File: src/hdl/wdt_pkg.sv
// shared constants and types of the watchdog reset timer
// assumes one system clock that is also the oscillator clock
package wdt_pkg;

  // register byte addresses
  localparam logic [7:0] RESTART_ADDR = 8'hA6;
  localparam logic [7:0] PERIOD_ADDR = 8'hA7;
  localparam logic [7:0] STATUS_ADDR = 8'hAE;
  localparam logic [7:0] CLKCTL_ADDR = 8'hAF;

  // restart sequence bytes
  localparam logic [7:0] SEQ_FIRST = 8'h1E;
  localparam logic [7:0] SEQ_SECOND = 8'hE1;

  // field positions and reset values
  localparam int CLKCTL_DSM_BIT = 0;
  localparam int CLKCTL_SEL_BIT = 1;
  localparam int STATUS_EN_BIT = 7;
  localparam logic [2:0] PERIOD_RESET = 3'h0;
  localparam logic [1:0] CLKCTL_RESET = 2'h0;

  // counter geometry
  localparam int PRESCALE_W = 14;
  localparam int COUNT_W = 7;
  localparam int TOTAL_W = PRESCALE_W + COUNT_W;

  // six watchdog clocks per count step
  localparam int MACHINE_DIV = 6;
  localparam logic [2:0] MACHINE_LAST = 3'(MACHINE_DIV - 1);

  // reset pulse length in oscillator periods, oscillator = clk_sys
  localparam int PULSE_OSC_PERIODS = 96;
  localparam logic [6:0] PULSE_LOAD = 7'(PULSE_OSC_PERIODS - 1);

  // register port request
  typedef struct packed {
    logic [7:0] addr;
    logic [7:0] wdata;
    logic wr;
    logic rd;
  } reg_req_type;

  // restart sequence detector states
  typedef enum logic {SEQ_WAIT_FIRST, SEQ_WAIT_SECOND} seq_state_type;

endpackage

File: src/hdl/watchdog_unit.sv
// watchdog reset timer: prescaler, counter, registers, reset pulse
// assumes clk_sys is the oscillator clock and rst is the chip reset
//
// Contract
// - 14-bit prescaler carry advances 7-bit counter
// - chip reset clears counters, disables watchdog
// - writing 1Eh then E1h enables counting
// - each full sequence clears and enables
// - once enabled, only chip reset disables
// - overflow drives 96-period high reset pulse
// - select bit set: oscillator divided by two
// - select clear: half standard, full double-speed
// - time-out is 6*(2^14*2^n - 1) clocks
// - counting continues during Idle mode
// - Power-down stops clock, counts hold
// - interrupt wake-up resumes from held count
// - reset wake-up clears and disables
// - restart register write-only, feeds detector
// - period field bits 2:0, resets zero
`timescale 1ns/1ps
module watchdog_unit (
  // clock, reset, freeze
  input wire logic clk_sys,
  input wire logic rst,
  input wire logic ce,
  // register port
  input wire wdt_pkg::reg_req_type reg_req,
  output logic [7:0] reg_rdata,
  // power state
  input wire logic power_down,
  // chip reset request
  output logic chip_reset_out
);

  localparam int TW = wdt_pkg::TOTAL_W;
  localparam int PW = wdt_pkg::PRESCALE_W;

  logic enabled_r;
  logic [PW-1:0] prescale_r;
  logic [wdt_pkg::COUNT_W-1:0] counter_r;
  logic [2:0] timeout_select_r;
  logic [1:0] clk_ctl_r;
  logic [6:0] pulse_cnt_r;
  logic reset_out_r;
  logic [7:0] rdata_r;

  logic restart_wr;
  logic restart_pulse;
  logic run;
  logic wclk_en;
  logic count_tick;
  logic overflow;
  logic [TW-1:0] count_value;
  logic [TW-1:0] term_m1;
  logic clk_sel;
  logic dsm;
  logic clk_ctl_wr;

  // last count before the terminal, for time-out field n
  function automatic logic [TW-1:0] last_count(input logic [2:0] n);
    logic [TW:0] terminal;
    terminal = (TW+1)'(1) << (PW + int'(n));
    // terminal is 2^(14+n) - 1 count steps
    last_count = TW'(terminal - (TW+1)'(2));
  endfunction

  // address decode and clock control fields
  assign restart_wr = reg_req.wr
    && (reg_req.addr == wdt_pkg::RESTART_ADDR);
  assign clk_sel = clk_ctl_r[wdt_pkg::CLKCTL_SEL_BIT];
  assign dsm = clk_ctl_r[wdt_pkg::CLKCTL_DSM_BIT];
  // clock control write, restarts the step spacing helper
  assign clk_ctl_wr = reg_req.wr
    && (reg_req.addr == wdt_pkg::CLKCTL_ADDR);

  // combined counter view, counter above prescaler
  assign count_value = {counter_r, prescale_r};
  assign term_m1 = last_count(timeout_select_r);

  // counting runs in Idle, stops in Power-down and during the pulse
  assign run = enabled_r && !power_down && !reset_out_r;

  // terminal compare on each count step, flagged the same cycle
  assign overflow = run && count_tick && !restart_pulse
    && (count_value == term_m1);

  // outputs
  assign chip_reset_out = reset_out_r;
  assign reg_rdata = rdata_r;

  // restart sequence detector, blind while the pulse runs
  wdt_seq_detect u_seq (
    .clk_sys (clk_sys),
    .rst (rst),
    .ce (ce),
    .wr_stb (restart_wr && !reset_out_r),
    .wr_data (reg_req.wdata),
    .restart (restart_pulse)
  );

  // watchdog clock and count step generation
  wdt_tick_gen u_tick (
    .clk_sys (clk_sys),
    .rst (rst),
    .ce (ce),
    .run (run),
    .clear (restart_pulse || overflow || reset_out_r),
    .clock_select (clk_sel),
    .double_speed (dsm),
    .wclk_en (wclk_en),
    .count_tick (count_tick)
  );

  // enable flag: set by sequence, cleared only by chip reset
  always_ff @(posedge clk_sys) begin
    if (rst) begin
      enabled_r <= 1'b0;
    end else if (ce) begin
      if (overflow) begin
        enabled_r <= 1'b0; // overflow is itself a chip reset
      end else if (restart_pulse) begin
        enabled_r <= 1'b1;
      end
    end
  end

  // prescaler and counter
  always_ff @(posedge clk_sys) begin
    if (rst) begin
      prescale_r <= '0;
      counter_r <= '0;
    end else if (ce) begin
      if (restart_pulse || overflow || reset_out_r) begin
        prescale_r <= '0;
        counter_r <= '0;
      end else if (run && count_tick) begin
        // held while power_down is high, resumes when it drops
        prescale_r <= prescale_r + PW'(1);
        if (&prescale_r) begin
          counter_r <= counter_r + wdt_pkg::COUNT_W'(1);
        end
      end
    end
  end

  // period register, field in bits 2:0
  always_ff @(posedge clk_sys) begin
    if (rst) begin
      timeout_select_r <= wdt_pkg::PERIOD_RESET;
    end else if (ce && reg_req.wr
                 && (reg_req.addr == wdt_pkg::PERIOD_ADDR)) begin
      timeout_select_r <= reg_req.wdata[2:0];
    end
  end

  // clock control register: select and double-speed bits
  always_ff @(posedge clk_sys) begin
    if (rst) begin
      clk_ctl_r <= wdt_pkg::CLKCTL_RESET;
    end else if (ce && reg_req.wr
                 && (reg_req.addr == wdt_pkg::CLKCTL_ADDR)) begin
      clk_ctl_r <= reg_req.wdata[1:0];
    end
  end

  // reset pulse: high for the full pulse count after overflow
  always_ff @(posedge clk_sys) begin
    if (rst) begin
      reset_out_r <= 1'b0;
      pulse_cnt_r <= 7'h00;
    end else if (ce) begin
      if (overflow) begin
        reset_out_r <= 1'b1;
        pulse_cnt_r <= wdt_pkg::PULSE_LOAD;
      end else if (reset_out_r) begin
        if (pulse_cnt_r == 7'h00) begin
          reset_out_r <= 1'b0;
        end else begin
          pulse_cnt_r <= pulse_cnt_r - 7'h01;
        end
      end
    end
  end

  // read data, valid only in the cycle after the read strobe
  always_ff @(posedge clk_sys) begin
    if (rst) begin
      rdata_r <= 8'h00;
    end else if (ce) begin
      if (reg_req.rd) begin
        case (reg_req.addr)
          wdt_pkg::PERIOD_ADDR: begin
            rdata_r <= {5'h00, timeout_select_r};
          end
          wdt_pkg::STATUS_ADDR: begin
            rdata_r <= {enabled_r, counter_r};
          end
          wdt_pkg::CLKCTL_ADDR: begin
            rdata_r <= {6'h00, clk_ctl_r};
          end
          default: begin
            // restart register is write-only and reads zero
            rdata_r <= 8'h00;
          end
        endcase
      end else begin
        rdata_r <= 8'h00;
      end
    end
  end

  // helper: pulse length and last restart byte
  logic [7:0] hi_len_r;
  logic [7:0] prev_byte_r;

  always_ff @(posedge clk_sys) begin
    if (rst) begin
      hi_len_r <= 8'h00;
      prev_byte_r <= 8'h00;
    end else if (ce) begin
      if (overflow) begin
        hi_len_r <= 8'h00;
      end else if (reset_out_r) begin
        hi_len_r <= hi_len_r + 8'h01;
      end
      if (restart_wr && !reset_out_r) begin
        prev_byte_r <= reg_req.wdata;
      end
    end
  end

  // helper: ce cycles since the last count step, seen after one step
  logic [3:0] step_gap_r;
  logic step_seen_r;

  always_ff @(posedge clk_sys) begin
    if (rst) begin
      step_gap_r <= 4'h0;
      step_seen_r <= 1'b0;
    end else if (ce) begin
      if (!run || restart_pulse || overflow || clk_ctl_wr) begin
        step_gap_r <= 4'h0; // spacing unknown after a stop or change
        step_seen_r <= 1'b0;
      end else if (count_tick) begin
        step_gap_r <= 4'h1;
        step_seen_r <= 1'b1;
      end else if (step_gap_r != 4'hF) begin
        step_gap_r <= step_gap_r + 4'h1;
      end
    end
  end
endmodule

File: src/hdl/wdt_seq_detect.sv
// two-byte restart sequence detector
// assumes wr_stb is one cycle per restart register write
`timescale 1ns/1ps
module wdt_seq_detect (
  // clock, reset, freeze
  input wire logic clk_sys,
  input wire logic rst,
  input wire logic ce,
  // restart register writes
  input wire logic wr_stb,
  input wire logic [7:0] wr_data,
  // sequence complete
  output logic restart
);

  wdt_pkg::seq_state_type state_r;

  // second byte must be the very next write
  assign restart = ce && wr_stb && (state_r == wdt_pkg::SEQ_WAIT_SECOND)
    && (wr_data == wdt_pkg::SEQ_SECOND);

  // any other byte restarts detection
  always_ff @(posedge clk_sys) begin
    if (rst) begin
      state_r <= wdt_pkg::SEQ_WAIT_FIRST;
    end else if (ce && wr_stb) begin
      case (state_r)
        wdt_pkg::SEQ_WAIT_FIRST,
        wdt_pkg::SEQ_WAIT_SECOND: begin
          if (restart) begin
            state_r <= wdt_pkg::SEQ_WAIT_FIRST;
          end else if (wr_data == wdt_pkg::SEQ_FIRST) begin
            state_r <= wdt_pkg::SEQ_WAIT_SECOND;
          end else begin
            state_r <= wdt_pkg::SEQ_WAIT_FIRST;
          end
        end
        default: begin
          state_r <= wdt_pkg::SEQ_WAIT_FIRST;
        end
      endcase
    end
  end

endmodule

File: src/hdl/wdt_tick_gen.sv
// watchdog clock enable and six-clock count step generator
// assumes clk_sys is the oscillator clock
`timescale 1ns/1ps
module wdt_tick_gen (
  // clock, reset, freeze
  input wire logic clk_sys,
  input wire logic rst,
  input wire logic ce,
  // control
  input wire logic run,
  input wire logic clear,
  input wire logic clock_select,
  input wire logic double_speed,
  // enables
  output logic wclk_en,
  output logic count_tick
);

  logic half_r;
  logic [2:0] phase_r;
  logic full_speed;

  // undivided only in double speed with select clear
  assign full_speed = double_speed && !clock_select;
  assign wclk_en = run && (full_speed || half_r);
  assign count_tick = wclk_en && (phase_r == wdt_pkg::MACHINE_LAST);

  // divide-by-two phase, stops with run
  always_ff @(posedge clk_sys) begin
    if (rst || (ce && clear)) begin
      half_r <= 1'b0;
    end else if (ce && run) begin
      half_r <= !half_r;
    end
  end

  // six watchdog clocks per count step
  always_ff @(posedge clk_sys) begin
    if (rst || (ce && clear)) begin
      phase_r <= 3'h0;
    end else if (ce && wclk_en) begin
      if (phase_r == wdt_pkg::MACHINE_LAST) begin
        phase_r <= 3'h0;
      end else begin
        phase_r <= phase_r + 3'h1;
      end
    end
  end

endmodule

File: config.mk
export PLATFORM = sky130hd
export DESIGN_NAME = watchdog_unit
export DESIGN_NICKNAME = d
export VERILOG_FILES = /design/src/hdl/wdt_pkg.sv /design/src/hdl/watchdog_unit.sv /design/src/hdl/wdt_seq_detect.sv /design/src/hdl/wdt_tick_gen.sv
export SDC_FILE = /design/constraint.sdc
export NUM_CORES = 1
export LEC_CHECK = 0
export BUFFER_PORTS_ARGS = -buffer_cell sky130_fd_sc_hd__clkbuf_2
export CAP_MARGIN = 20
export CORE_UTILIZATION = 40
export CTS_CLUSTER_DIAMETER = 50
export DETAILED_ROUTE_END_ITERATION = 7
export RECOVER_POWER = 50
export SLEW_MARGIN = 10
export SYNTH_ARGS = -nofsm -noshare
export SYNTH_HDL_FRONTEND = slang
export SYNTH_SLANG_ARGS = --single-unit
File: constraint.sdc
create_clock -name clk_sys -period 2.6 [get_ports clk_sys]
set_input_delay 0.52 -clock clk_sys [delete_from_list [all_inputs] [get_ports clk_sys]]
set_output_delay 0.52 -clock clk_sys [all_outputs]
set_load 0.1 [all_outputs]
==> results of run 1 <==
-- registers in the layout, indices dropped and copies added (netlist names) --
name	cells
clk_ctl_r	2
pulse_cnt_r	7
u_seq.state_r	1
u_tick.half_r	1
timeout_select_r	3
chip_reset_out	1
counter_r	7
prescale_r	14
enabled_r	1
u_tick.phase_r	3
reg_rdata	8
-- power breakdown --
part	internal (W)	leakage [nW]	total, W	switching, W
Combinational	0.0000179	0.788	0.0000501	0.0000322
Clock	0.000276	0.0501	0.000522	0.000246
Sequential	0.000734	0.387	0.000734	0.0000000728
Total	0.00103	1.23	0.00131	0.000278
-- timing repair --
| item | in CTS | in global routing |
|---|---|---|
| endpoints found under the setup margin | 31 | 34 |
| pin swaps | 0 | 6 |
| gates resized for setup | 3 | 20 |
| buffers inserted | 0 | 7 |
| cloned | 0 | 1 |
| endpoints found under the hold margin | 0 | 0 |
-- final cells by class --
type	instances	area [um2]
Inverter	16	65.1
Clock buffer	5	68.8
Fill cell	670	3470
Clock inverter	1	30.0
Sequential cell	48	963
Multi-Input combinational cell	248	1720
Tap cell	80	100
Timing Repair Buffer	56	345
-- cells in the mapped netlist (8+ instances only) --
library cell,count
sky130_fd_sc_hd__nand2_1,25
sky130_fd_sc_hd__dfxtp_1,48
sky130_fd_sc_hd__clkbuf_1,8
sky130_fd_sc_hd__nor2_1,25
sky130_fd_sc_hd__nor3_1,22
sky130_fd_sc_hd__a21oi_1,16
sky130_fd_sc_hd__o21ai_0,9
sky130_fd_sc_hd__inv_1,16
sky130_fd_sc_hd__xor2_1,21
sky130_fd_sc_hd__nand4_1,12
sky130_fd_sc_hd__a22oi_1,8
sky130_fd_sc_hd__ha_1,10
sky130_fd_sc_hd__mux2i_1,8
-- metrics by stage --
stage	instances	total power (W)	hold WS (ns)	TNS, ns
global route	454	0.00135	0.522	-0.253
floorplan	330	0.000775	0.452	0
detailed placement	440	0.000802	0.482	-0.482
global placement	440	0.000802	0.476	-0.0246
CTS	446	0.00132	0.499	0
finish	454	0.00131	0.489	0
-- metal layers --
metal	vias up	GRT usage	part of all wire
met4	0	0.0409	0.0051
met2	28	0.304	0.48
met5	-	0	0
met3	6	0.0321	0.021
li1	1273	-	-
met1	1198	0.255	0.49
-- logic make-up (layout without fill, tap and decap cells) --
kind of cell,count (synthesis),count (layout),share of synthesized area
compound gates,63,63,0.157
xor+xnor,28,28,0.0883
fa+ha+maj,10,10,0.0450
buf+inv,34,78,0.0608
flops,48,48,0.346
mux,9,9,0.0329
simple gates,138,138,0.270
-- worst register-to-register path: stages, from the launching register on --
cell and delay, ns:
sky130_fd_sc_hd__dfxtp_2 0.36, sky130_fd_sc_hd__inv_4 0.06, sky130_fd_sc_hd__ha_4 0.27, sky130_fd_sc_hd__buf_4 0.17
sky130_fd_sc_hd__nor4b_4 0.26, sky130_fd_sc_hd__xnor2_1 0.15, sky130_fd_sc_hd__o2111a_1 0.20, sky130_fd_sc_hd__nand4_1 0.20
sky130_fd_sc_hd__buf_4 0.21, sky130_fd_sc_hd__or3_4 0.38, sky130_fd_sc_hd__and3_1 0.18
-- worst paths after layout --
path / start / to / cells past startpoint
max: timeout_select_r[2] / enabled_r / 10
min: u_tick.phase_r[1] / u_tick.phase_r[1] / 2
max reg2reg: timeout_select_r[2] / enabled_r / 10
min reg2reg: u_tick.phase_r[1] / u_tick.phase_r[1] / 2
==> summary by stage, run 1 <==
Placed design
Timing analysis after detailed placement gives a worst setup slack of -0.0939 ns. The wire-length estimate of the detail-placed layout is between 4 and 5 mm. After detailed placement, the total cell area comes to 3070 um2.

Buffers placed on the I/O ports in this run total 30. The routability-driven placement congestion ratio is 0.780.

Routing
In the final routed layout, each cell accounts on average for between 10 and 15 um. The per-cell via count in the routed design is 5.52. Across all layers, the routed design uses 2505 vias.

For this run, design rule violations remaining after detail routing come to 0. The first TritonRoute pass finished after 5 iterations. The final antenna-violating net count is 0. The routed wire length is between 6 and 7 mm. The number of design-rule violations left by the first detailed-router iteration is 120.

STA
Setup violations remaining at the end of the flow were counted as 0. Measured against its own limit, the worst slew margin works out to 0.217. The number of pins exceeding their max-slew limit in the final report is 0.

The number of hold violations in the final report is 0. The peak clock frequency supported by timing is 392 MHz. For the pin with the worst max-slew slack, the measured transition is 1.18 ns. The minimum setup slack in the final design is approximately 0.046 ns. The smallest clock period supported by the final layout is computed as 2.55 ns. Dividing the final minimum period by the clock period gives 0.982. Clock skew on the completed layout was measured at a little over 0.009 ns.

Critical path
At the worst endpoint, the required time is 2.79 ns. The cell family contributing the most delay on the critical path is simple AND/OR/NAND/NOR gates. The number of buffers and inverters on the critical path is 3.

The signal arrival time at the worst endpoint is 2.75 ns. The nature of the critical path startpoint is a flop. The largest fanout of any net on the critical path is 9. The cell type with the highest occurrence count on the critical path is sky130_fd_sc_hd__buf_4. Across all register-to-register paths, the minimum setup slack is 0.05 ns. The peak per-stage delay on the critical path is 0.38 ns. Traced cell by cell, the critical path runs through inv_4 -> ha_4 -> buf_4 -> nor4b_4 -> xnor2_1 -> o2111a_1 -> nand4_1 -> buf_4 -> or3_4 -> and3_1. The critical path in this run is classified as reg -> reg. The critical-path cell with the highest stage delay is sky130_fd_sc_hd__or3_4. The capturing element type of the critical path is a flop.

Clock network
The clock sink count is 48. In this run, CTS created clock tree buffers numbering 5. Clock-pin slew was measured on the worst setup and hold paths at 0.09 ns. For the worst-skew pair, the clock arrives at the later sink with an insertion delay of 0.30 ns. The hold-fix buffer count after cts is 0. The clock passes through at most 2 buffers. The clock root buffer master is sky130_fd_sc_hd__clkbuf_8. The CTS H-tree depth is 2. The clock tree from TritonCTS is yes.

Die
The cell row count is 30. The die outline width is 85.3 um. The floorplan step set the die height to 85.3 um.

After floorplanning, the core was sized to cover between 6000 and 7000 um2. The initial utilization of the core area, before any placement, comes to 0.411. The die covers 7280 um2. Pin placement for this block handled 31 I/O pins.

GRT
In the global route stage, overall resource usage came out at 0.185. The pin count of the biggest net entering global routing is 27. The number of global-route vias before repair is around 2.3k. The initial antenna violation count came to 0. The global-route wire length before repair is 10.8 mm.

Global routing finished with a remaining overflow of 0.

Synthesis
During synthesis, Yosys emitted a total of 0 warnings. The post-synthesis cell count is 330. The register bit count reported by yosys is 48. The synthesized area per cell is 8.42 um2. Of the synthesized area, sequential elements account for 0.346.

Among all flip-flop cells after synthesis, the most frequent one is sky130_fd_sc_hd__dfxtp_1. The distinct cell type count after synthesis is 55. Yosys mapped a number of flops with a built-in enable equal to 0.

The share of synthesized area in the top cell type comes to 0.346. The area of the mapped netlist is 2780 um2. The cell type with the largest total area after synthesis is sky130_fd_sc_hd__dfxtp_1.

Counting every net in the synthesized netlist gives 362. The share of flip-flops with an asynchronous set or reset after synthesis is 0. Yosys attributes the largest share of cell area to sky130_fd_sc_hd__dfxtp_1, sky130_fd_sc_hd__xor2_1, sky130_fd_sc_hd__ha_1, sky130_fd_sc_hd__nor3_1, sky130_fd_sc_hd__nand2_1.

Layout
In the final layout, the share of cells above drive strength 1 is 0.182. Leaving out fill and tap cells, the most frequent cell in the layout is sky130_fd_sc_hd__dfxtp_1. At the end of the flow the core is filled with cells to 0.487. Compared with the post-synthesis result, the final layout area differs by 18.4%. The post-layout net count is around 410. The repair_antennas step left the layout with diodes totalling 0. The area of all placed cells without fillers is 3290 um2. In the layout the commonest cells are sky130_fd_sc_hd__dfxtp_1, sky130_fd_sc_hd__nor2_1, sky130_fd_sc_hd__nand2_1.

Power
The maximum ir drop on the vdd rail is 208 uV. The standby leakage power is between 1 and 1.5 nW. In this run the power density over the cells is roughly 400 nW/um2.

Flow run
Max-cap violations in this run came to 0.

Outcome
The run finished with clean final reports.

Worst hold path
The worst hold path belongs to the class reg -> reg.
Power figures use the tool's default switching activity.
==> inputs of run 2 (changes only) <==
Settings changed: MAX_ROUTING_LAYER set to met4.
==> summary by stage, run 2 (same netlist as run 1, synthesis figures left out) <==
Die
The die outline width is between 80 and 90 um. The floorplan die area is ~7300 um2. After floorplanning, the core was divided into 30 placement rows. The core region is 6760 um2. During I/O placement, the number of pins put on the boundary was 31. The die height is 85.3 um. The initial core utilization is 0.411.

Critical path
The worst register-to-register path has a setup slack of 0.05 ns. The slowest stage of the critical path belongs to the cell sky130_fd_sc_hd__or3_4. The worst register-to-register path begins at timeout_select_r[2]. The number of cells traversed by the worst register-to-register path is 10. On the worst path, the slowest cell contributes a delay of 0.38 ns.

The signal arrival time at the worst endpoint is ~2.7 ns. Along the worst path, the maximum fanout reaches 9. The nature of the critical path startpoint is a flop. The worst flop-to-flop path endpoint is enabled_r.

The type of the setup path with the least slack is reg -> reg. Counting stages on the worst path, the most repeated cell is sky130_fd_sc_hd__buf_4. STA puts the critical path data required time at roughly 2.8 ns.

The critical path goes through inv_4 -> ha_4 -> buf_4 -> nor4b_4 -> xnor2_1 -> o2111a_1 -> nand4_1 -> buf_4 -> or3_4 -> and3_1. The capturing element type of the critical path is a flop.

Routing
The per-cell via count in the routed design is 5.51. The average detailed-routed wire length per instance is 14.8 um. The routed wire length is 6.71 mm. The routed layout has 2503 vias.

The detailed-route DRC error count is 0. The number of design-rule violations left by the first detailed-router iteration is 150. The final antenna-violating net count is 0.

The detailed-routing iteration count for the pre-antenna-repair pass is 4.

Layout
The commonest non-fill, non-tap cell in the layout is sky130_fd_sc_hd__dfxtp_1. The register containing the most flip-flops in the final layout is prescale_r. The final non-filler cell total is 454.

The area growth from synthesis to layout is 18.4%. At the end of the flow, the number of nets in the layout was 407. In the final layout, the share of cells above drive strength 1 is 0.182. For this run, the share of the core covered by cells in the final layout is 0.487. The library cells used most frequently in the layout, excluding fill and tap cells, are sky130_fd_sc_hd__dfxtp_1, sky130_fd_sc_hd__nor2_1, sky130_fd_sc_hd__nand2_1. The repair_antennas step left the layout with diodes totalling 0. The flip-flop count of the largest register after layout is 14.

GRT
The pin count of the biggest net entering global routing is 27. The overall overflow remaining after global route is 0. Across every metal layer, demand over resource in global routing totals 0.190. The number of global-route vias before repair is 2268. The global-route wire length before repair is 10.8 mm.

The initial antenna violation count is 0.

Clock network
The number of hold buffers added after CTS was 0. In this run the clock root is driven by a sky130_fd_sc_hd__clkbuf_8. The clock passes through at most 2 buffers. The CTS H-tree depth is 2. The clock latency reported for the late side of the worst-skew pair is 0.30 ns. For this design, the sink count on the clock tree is between 40 and 50. Counting the buffers created by CTS gives 5. TritonCTS built the clock tree.

Clock-pin slew was measured on the worst setup and hold paths at 0.09 ns.

Placed design
The count of buffers added on input and output ports is 30. Including well taps, the total number of placed cells is 440. Routability-driven placement finished with a final weighted congestion of 0.791. Detailed placement ended at an HPWL of 4.79 mm.

STA
The number of pins exceeding their max-slew limit in the final report came to 0. The final setup violation count is 0. The peak clock frequency supported by timing is slightly below 400 MHz. For the pin with the worst max-slew slack, the measured transition is 1.18 ns. Dividing the final minimum period by the clock period gives 0.981. The number of hold violations in the final report is 0.

The relative max-transition margin is 0.216. The clock skew is 0.00789 ns. For the finished layout, the period the worst path requires is 2.55 ns.

Worst hold path
The class of the worst hold path is reg -> reg. The cell depth of the worst hold path is 2. The path with the worst hold slack has its endpoint at u_tick.phase_r[1]. The beginning of the worst hold path is u_tick.phase_r[1].

Power
The total power is 0.00130 W. The maximum ir drop on the vdd rail is between 200 and 250 uV. The total power per unit cell area is 396 nW/um2.

The standby leakage power is 1.23 nW.

Outcome
The flow ran to the end, and the final reports show no timing, DRC or antenna violations.

Flow run
The reported max-cap violation count is 0.
run 2: power breakdown:
group	leakage, nW	total, W	switching [W]	internal, W
Sequential	0.387	0.000734	0.0000000714	0.000734
Clock	0.0501	0.000519	0.000243	0.000276
Combinational	0.788	0.0000504	0.0000325	0.0000179
Total	1.23	0.00130	0.000275	0.00103
run 2: area by class of cell:
class / count / area, um2
flip-flops and latches: 48 / 963
inverters: 16 / 65.1
clock inverters: 1 / 30.0
fillers: 670 / 3470
well taps: 80 / 100
multi-input cells: 248 / 1720
repair buffers: 56 / 345
clock buffers: 5 / 68.8
run 2: worst max path at each step:
stage | startpoint | to | slack (ns) | cells after the start
after global placement | timeout_select_r[1] | enabled_r | -0.01 | 8
after global routing | timeout_select_r[2] | pulse_cnt_r[5] | -0.04 | 10
final | timeout_select_r[2] | enabled_r | 0.05 | 10
after floorplan | timeout_select_r[1] | enabled_r | 0.03 | 11
after detailed placement | timeout_select_r[1] | pulse_cnt_r[5] | -0.09 | 8
after CTS | timeout_select_r[1] | prescale_r[1] | 0.03 | 10
run 2: stage by stage:
| stage | worst slack [ns] | hold slack (ns) | area (um2) | TNS, ns |
|---|---|---|---|---|
| finish | 0.0494 | 0.489 | 3290 | 0 |
| global placement | -0.0124 | 0.476 | 3070 | -0.0246 |
| CTS | 0.0277 | 0.499 | 3180 | 0 |
| detailed placement | -0.0939 | 0.482 | 3070 | -0.482 |
| floorplan | 0.0270 | 0.452 | 2780 | 0 |
| global route | -0.0432 | 0.522 | 3290 | -0.255 |
run 2: layer usage:
layer,GRT usage,share of wire,vias up
met4,0.0409,0.0063,0
met2,0.304,0.48,30
met3,0.0321,0.027,6
li1,-,-,1272
met1,0.254,0.49,1195
met5,-,0,-
run 2: repair_timing:
action	4_1_cts	5_1_grt
setup endpoints to repair	31	34
pin swaps	0	6
buffers inserted	0	7
gates cloned	0	1
resized for setup	3	20
run 2: critical path: cells and delay by family (launching register included):
| kind | cells | cell delay, ns |
|---|---|---|
| simple gates | 4 | 1.02 |
| buf+inv | 3 | 0.43 |
| flops | 1 | 0.36 |
| fa+ha+maj | 1 | 0.27 |
| compound gates | 1 | 0.20 |
| xor+xnor | 1 | 0.15 |
==> inputs of run 3 (changes only) <==
--- a/config.mk
+++ b/config.mk
@@ -6,8 +6,10 @@
 export NUM_CORES = 1
 export LEC_CHECK = 0
+export ABC_AREA = 1
 export BUFFER_PORTS_ARGS = -buffer_cell sky130_fd_sc_hd__clkbuf_2
 export CAP_MARGIN = 20
 export CORE_UTILIZATION = 40
 export CTS_CLUSTER_DIAMETER = 50
+export CTS_CLUSTER_SIZE = 24
 export DETAILED_ROUTE_END_ITERATION = 7
 export MAX_ROUTING_LAYER = met4
==> constraint.sdc (replaced) <==
create_clock -name clk_sys -period 2.6 [get_ports clk_sys]
set_input_delay 0.52 -clock clk_sys [delete_from_list [all_inputs] [get_ports clk_sys]]
set_output_delay 0.52 -clock clk_sys [all_outputs]
set_load 0.01 [all_outputs]
==> summary by stage, run 3 <==
STA
Based on the critical path, the design can be clocked at up to 432 MHz. The relative max-transition margin is 0.349. The final setup violation count is 0. The clock skew is 0.0102 ns. The number of pins exceeding their max-slew limit in the final report is 0. Setup repair after global routing left no endpoint under its margin.

For the pin with the worst max-slew slack, the measured transition is 0.976 ns. Of the available clock period, the critical path in the final layout requires 0.890. The accumulated negative setup slack is 0 ns.

The final critical-path required period is 2.32 ns. The number of hold violations in the final report is 0.

Synthesis
Yosys printed 0 warnings. Ranked by total cell area, the synthesized netlist is headed by sky130_fd_sc_hd__dfxtp_1, sky130_fd_sc_hd__nand2_1, sky130_fd_sc_hd__inv_1, sky130_fd_sc_hd__nand3_1, sky130_fd_sc_hd__nor2_1. Counting flops with a built-in enable in the synthesized netlist gives 0. In the synthesized netlist, the cells that appear most often are sky130_fd_sc_hd__nand2_1, sky130_fd_sc_hd__inv_1, sky130_fd_sc_hd__nor2_1, sky130_fd_sc_hd__nand3_1, sky130_fd_sc_hd__dfxtp_1. The synthesized design spends more area on one cell type than any other, namely sky130_fd_sc_hd__dfxtp_1. Counting every instance in the synthesized netlist gives 535.

The net count of the mapped netlist is 567. Among all flip-flop cells after synthesis, the most frequent one is sky130_fd_sc_hd__dfxtp_1. The share of flip-flops with an asynchronous set or reset after synthesis is 0. The synthesized area per cell is 6.16 um2. The share of the Yosys chip area taken by registers is 0.292. The register bit count reported by yosys is 48.

The share of the synthesized area in the top cell type is 0.292. The distinct cell type count after synthesis is 37. Summing every instance area after synthesis gives 3290 um2. In the post-synthesis netlist, the cell with the most instances is sky130_fd_sc_hd__nand2_1.

Die
The die outline width is around 93 um. The floorplan step set the die height to slightly above 90 um. The die covers roughly 8600 um2. The initial utilization of the core area, before any placement, comes to 0.420.

The placeable core region is 7850 um2. The cell row count is 32. During I/O placement, the number of pins put on the boundary was 31.

Clock network
The clock transition at the registers of the reported paths is ~0.10 ns. The clock tree from TritonCTS is yes. The clock latency reported for the late side of the worst-skew pair is about 0.31 ns.

The tree is rooted in a sky130_fd_sc_hd__clkbuf_8. The deepest clock path buffer count is 2. The H-tree generated during clock tree synthesis spans 2 levels. The TritonCTS buffer count is 5.

The clock drives 48 sinks.

GRT
For this run, the total global-route usage over all layers was measured as 0.222. The initial antenna violation count came to 0. The pin count of the biggest net entering global routing is 26. The number of global-route vias before repair came to around 3.2k. The global-route wire length before repair is 14.8 mm.

For this run the aggregate overflow at the end of global routing stands at 0.

Critical path
In this run the critical register-to-register path is launched from timeout_select_r[2]. Measured in cells, the most critical reg-to-reg path has a length of 16. The type of the setup path with the least slack is reg -> reg. The worst register-to-register path has a setup slack of 0.28 ns. The critical-path cell with the highest stage delay is sky130_fd_sc_hd__dfxtp_1. Data arrives at the worst endpoint at approximately 2.6 ns. The critical path contains buffers and inverters numbering 2 combined. On the worst path, the slowest cell contributes a delay of 0.38 ns. Traced cell by cell, the critical path runs through inv_2 -> ha_4 -> nand2_4 -> clkinv_4 -> nand3_1 -> nand2_1 -> nand2_1 -> nor2_1 -> nand3_1 -> nor2_2 -> nand2_4 -> nand2_8 -> nand2_4 -> nand2_2 -> nand2_1 -> a21oi_1. Of all nets on the critical path, the largest fanout is 11. The nature of the critical path startpoint is a flop. The endpoint identified for the worst register-to-register timing path is counter_r[6]. Data on the critical path is required at its endpoint by 2.85 ns.

The capturing element type of the critical path is a flop. The kind of cell adding the most delay to the critical path is simple AND/OR/NAND/NOR gates.

Layout
Ranked by flip-flop count, first place goes to prescale_r. The register with the most flip-flops in the layout has 14 of them. In the layout the commonest cells are sky130_fd_sc_hd__nand2_1, sky130_fd_sc_hd__inv_1, sky130_fd_sc_hd__nor2_1. After the last flow step, the layout net total stands at 600. The area of all placed cells without fillers is 3710 um2.

The repair_antennas step left the layout with diodes totalling 0. The share of cells above drive strength 1 is 0.0984. From synthesis to final layout, the design area changed by 12.6%. Leaving out fill and tap cells, the most frequent cell in the layout is sky130_fd_sc_hd__nand2_1.

Power
Of the total power, the share spent switching nets is 0.223. The fraction of power consumed by sequential logic is 0.499. The maximum ir drop on the vdd rail is around 220 uV. The net switching power is 0.000329 W. The standby leakage power is roughly 1.6 nW. The clock network fraction of total power is 0.457. The share of total power dissipated in combinational logic is 0.045. The internal portion of total power is 0.00114 W. Power spread over the standard cell area amounts to 397 nW/um2.

Worst hold path
The beginning of the worst hold path is reg_rdata[7]. The worst hold path terminates at reg_rdata[7]. The cell depth of the worst hold path is 2. The class of the worst hold path is reg -> reg.

Routing
The detail route stage leaves a number of antenna-violating nets equal to 0. The first detailed-routing pass ran for 4 iterations. The per-cell via count in the routed design is 5.04. The number of design-rule violations left by the first detailed-router iteration is 196.

The total number of vias is 3382. The routed wire length is 8.63 mm. Dividing the detail-routed wire length by the instance count gives 12.9 um. The detailed-route DRC error count is 0.

Placed design
The post-DP HPWL is 6.78 mm. Once placement finished, the instance area stood at 3560 um2. The routability-driven placement congestion ratio is 0.911.

During placement, the flow inserted port buffers numbering 30.

Outcome
The flow ran to the end, and the final reports show no timing, DRC or antenna violations.

Flow run
The reported max-cap violation count is 0.
==> run 3: cell count changes in the layout (fill, tap and decap cells not counted), sizes merged, moves of 11 or more <==
cell / delta
nand3: +52
nor2: +48
nand2: +115
a21oi: +21
buf: -18
xor2: -11
inv: +68
==> run 3: worst max-delay path by stage <==
stage | startpoint | end | slack (ns) | depth (start not counted)
detailed placement | timeout_select_r[2] | pulse_cnt_r[2] | 0.12 | 15
global route | timeout_select_r[2] | counter_r[5] | 0.05 | 16
CTS | timeout_select_r[2] | pulse_cnt_r[3] | 0.11 | 15
finish | timeout_select_r[2] | counter_r[6] | 0.28 | 16
global placement | timeout_select_r[2] | pulse_cnt_r[4] | 0.15 | 15
floorplan | timeout_select_r[1] | counter_r[0] | 0.36 | 17
==> run 3: tightest hold or removal path, stage by stage, from the launching register on <==
cell and delay, ns:
sky130_fd_sc_hd__dfxtp_1 0.32, sky130_fd_sc_hd__nand2_1 0.06, sky130_fd_sc_hd__a21oi_1 0.05
==> run 3: repair_timing <==
action	CTS	global route
buffers inserted	0	0
resized for setup	0	6
endpoints found under the setup margin	0	22
hold buffers	0	0
==> run 3: cell type report <==
class,instances,area [um2]
Sequential cell,48,961
Multi-Input combinational cell,393,1980
Tap cell,102,128
Clock inverter,3,68.8
Inverter,84,320
Clock buffer,5,68.8
Fill cell,887,4140
Timing Repair Buffer,36,178
==> run 3: metal layers <==
metal | vias to the layer above | routed length (um) | GRT usage
li1 | 1766 | - | -
met1 | 1548 | 4160 | 0.297
met2 | 54 | 3980 | 0.351
met3 | 14 | 354 | 0.0369
met4 | 0 | 136 | 0.0526
met5 | - | 0 | -
==> run 3: stage by stage <==
stage / worst slack (ns) / util / cells / total power [W] / hold WS [ns]
5_1_grt: 0.0540 / 0.473 / 671 / 0.00153 / 0.492
6_report: 0.285 / 0.473 / 671 / 0.00147 / 0.466
4_1_cts: 0.109 / 0.471 / 671 / 0.00150 / 0.474
2_1_floorplan: 0.362 / - / 535 / 0.000784 / 0.443
3_3_place_gp: 0.147 / 0.453 / 663 / 0.000817 / 0.453
3_5_place_dp: 0.115 / 0.453 / 663 / 0.000818 / 0.457
==> run 3: logic make-up after synthesis <==
| group | share of synthesized area |
|---|---|
| AND/OR/NAND/NOR | 0.419 |
| adder cells (fa/ha/maj) | 0.0380 |
| AO/OA/AOI/OAI | 0.102 |
| XOR/XNOR | 0.0346 |
| flip-flops | 0.292 |
| buffers and inverters | 0.115 |
==> run 3: power groups by stage <==
stage	Clock (W)	Combinational, W	Sequential (W)
6_report	0.000673	0.0000659	0.000735
2_1_floorplan	0	0.0000326	0.000752
3_5_place_dp	0	0.0000660	0.000752
4_1_cts	0.000694	0.0000664	0.000735
3_3_place_gp	0	0.0000653	0.000752
5_1_grt	0.000723	0.0000730	0.000735
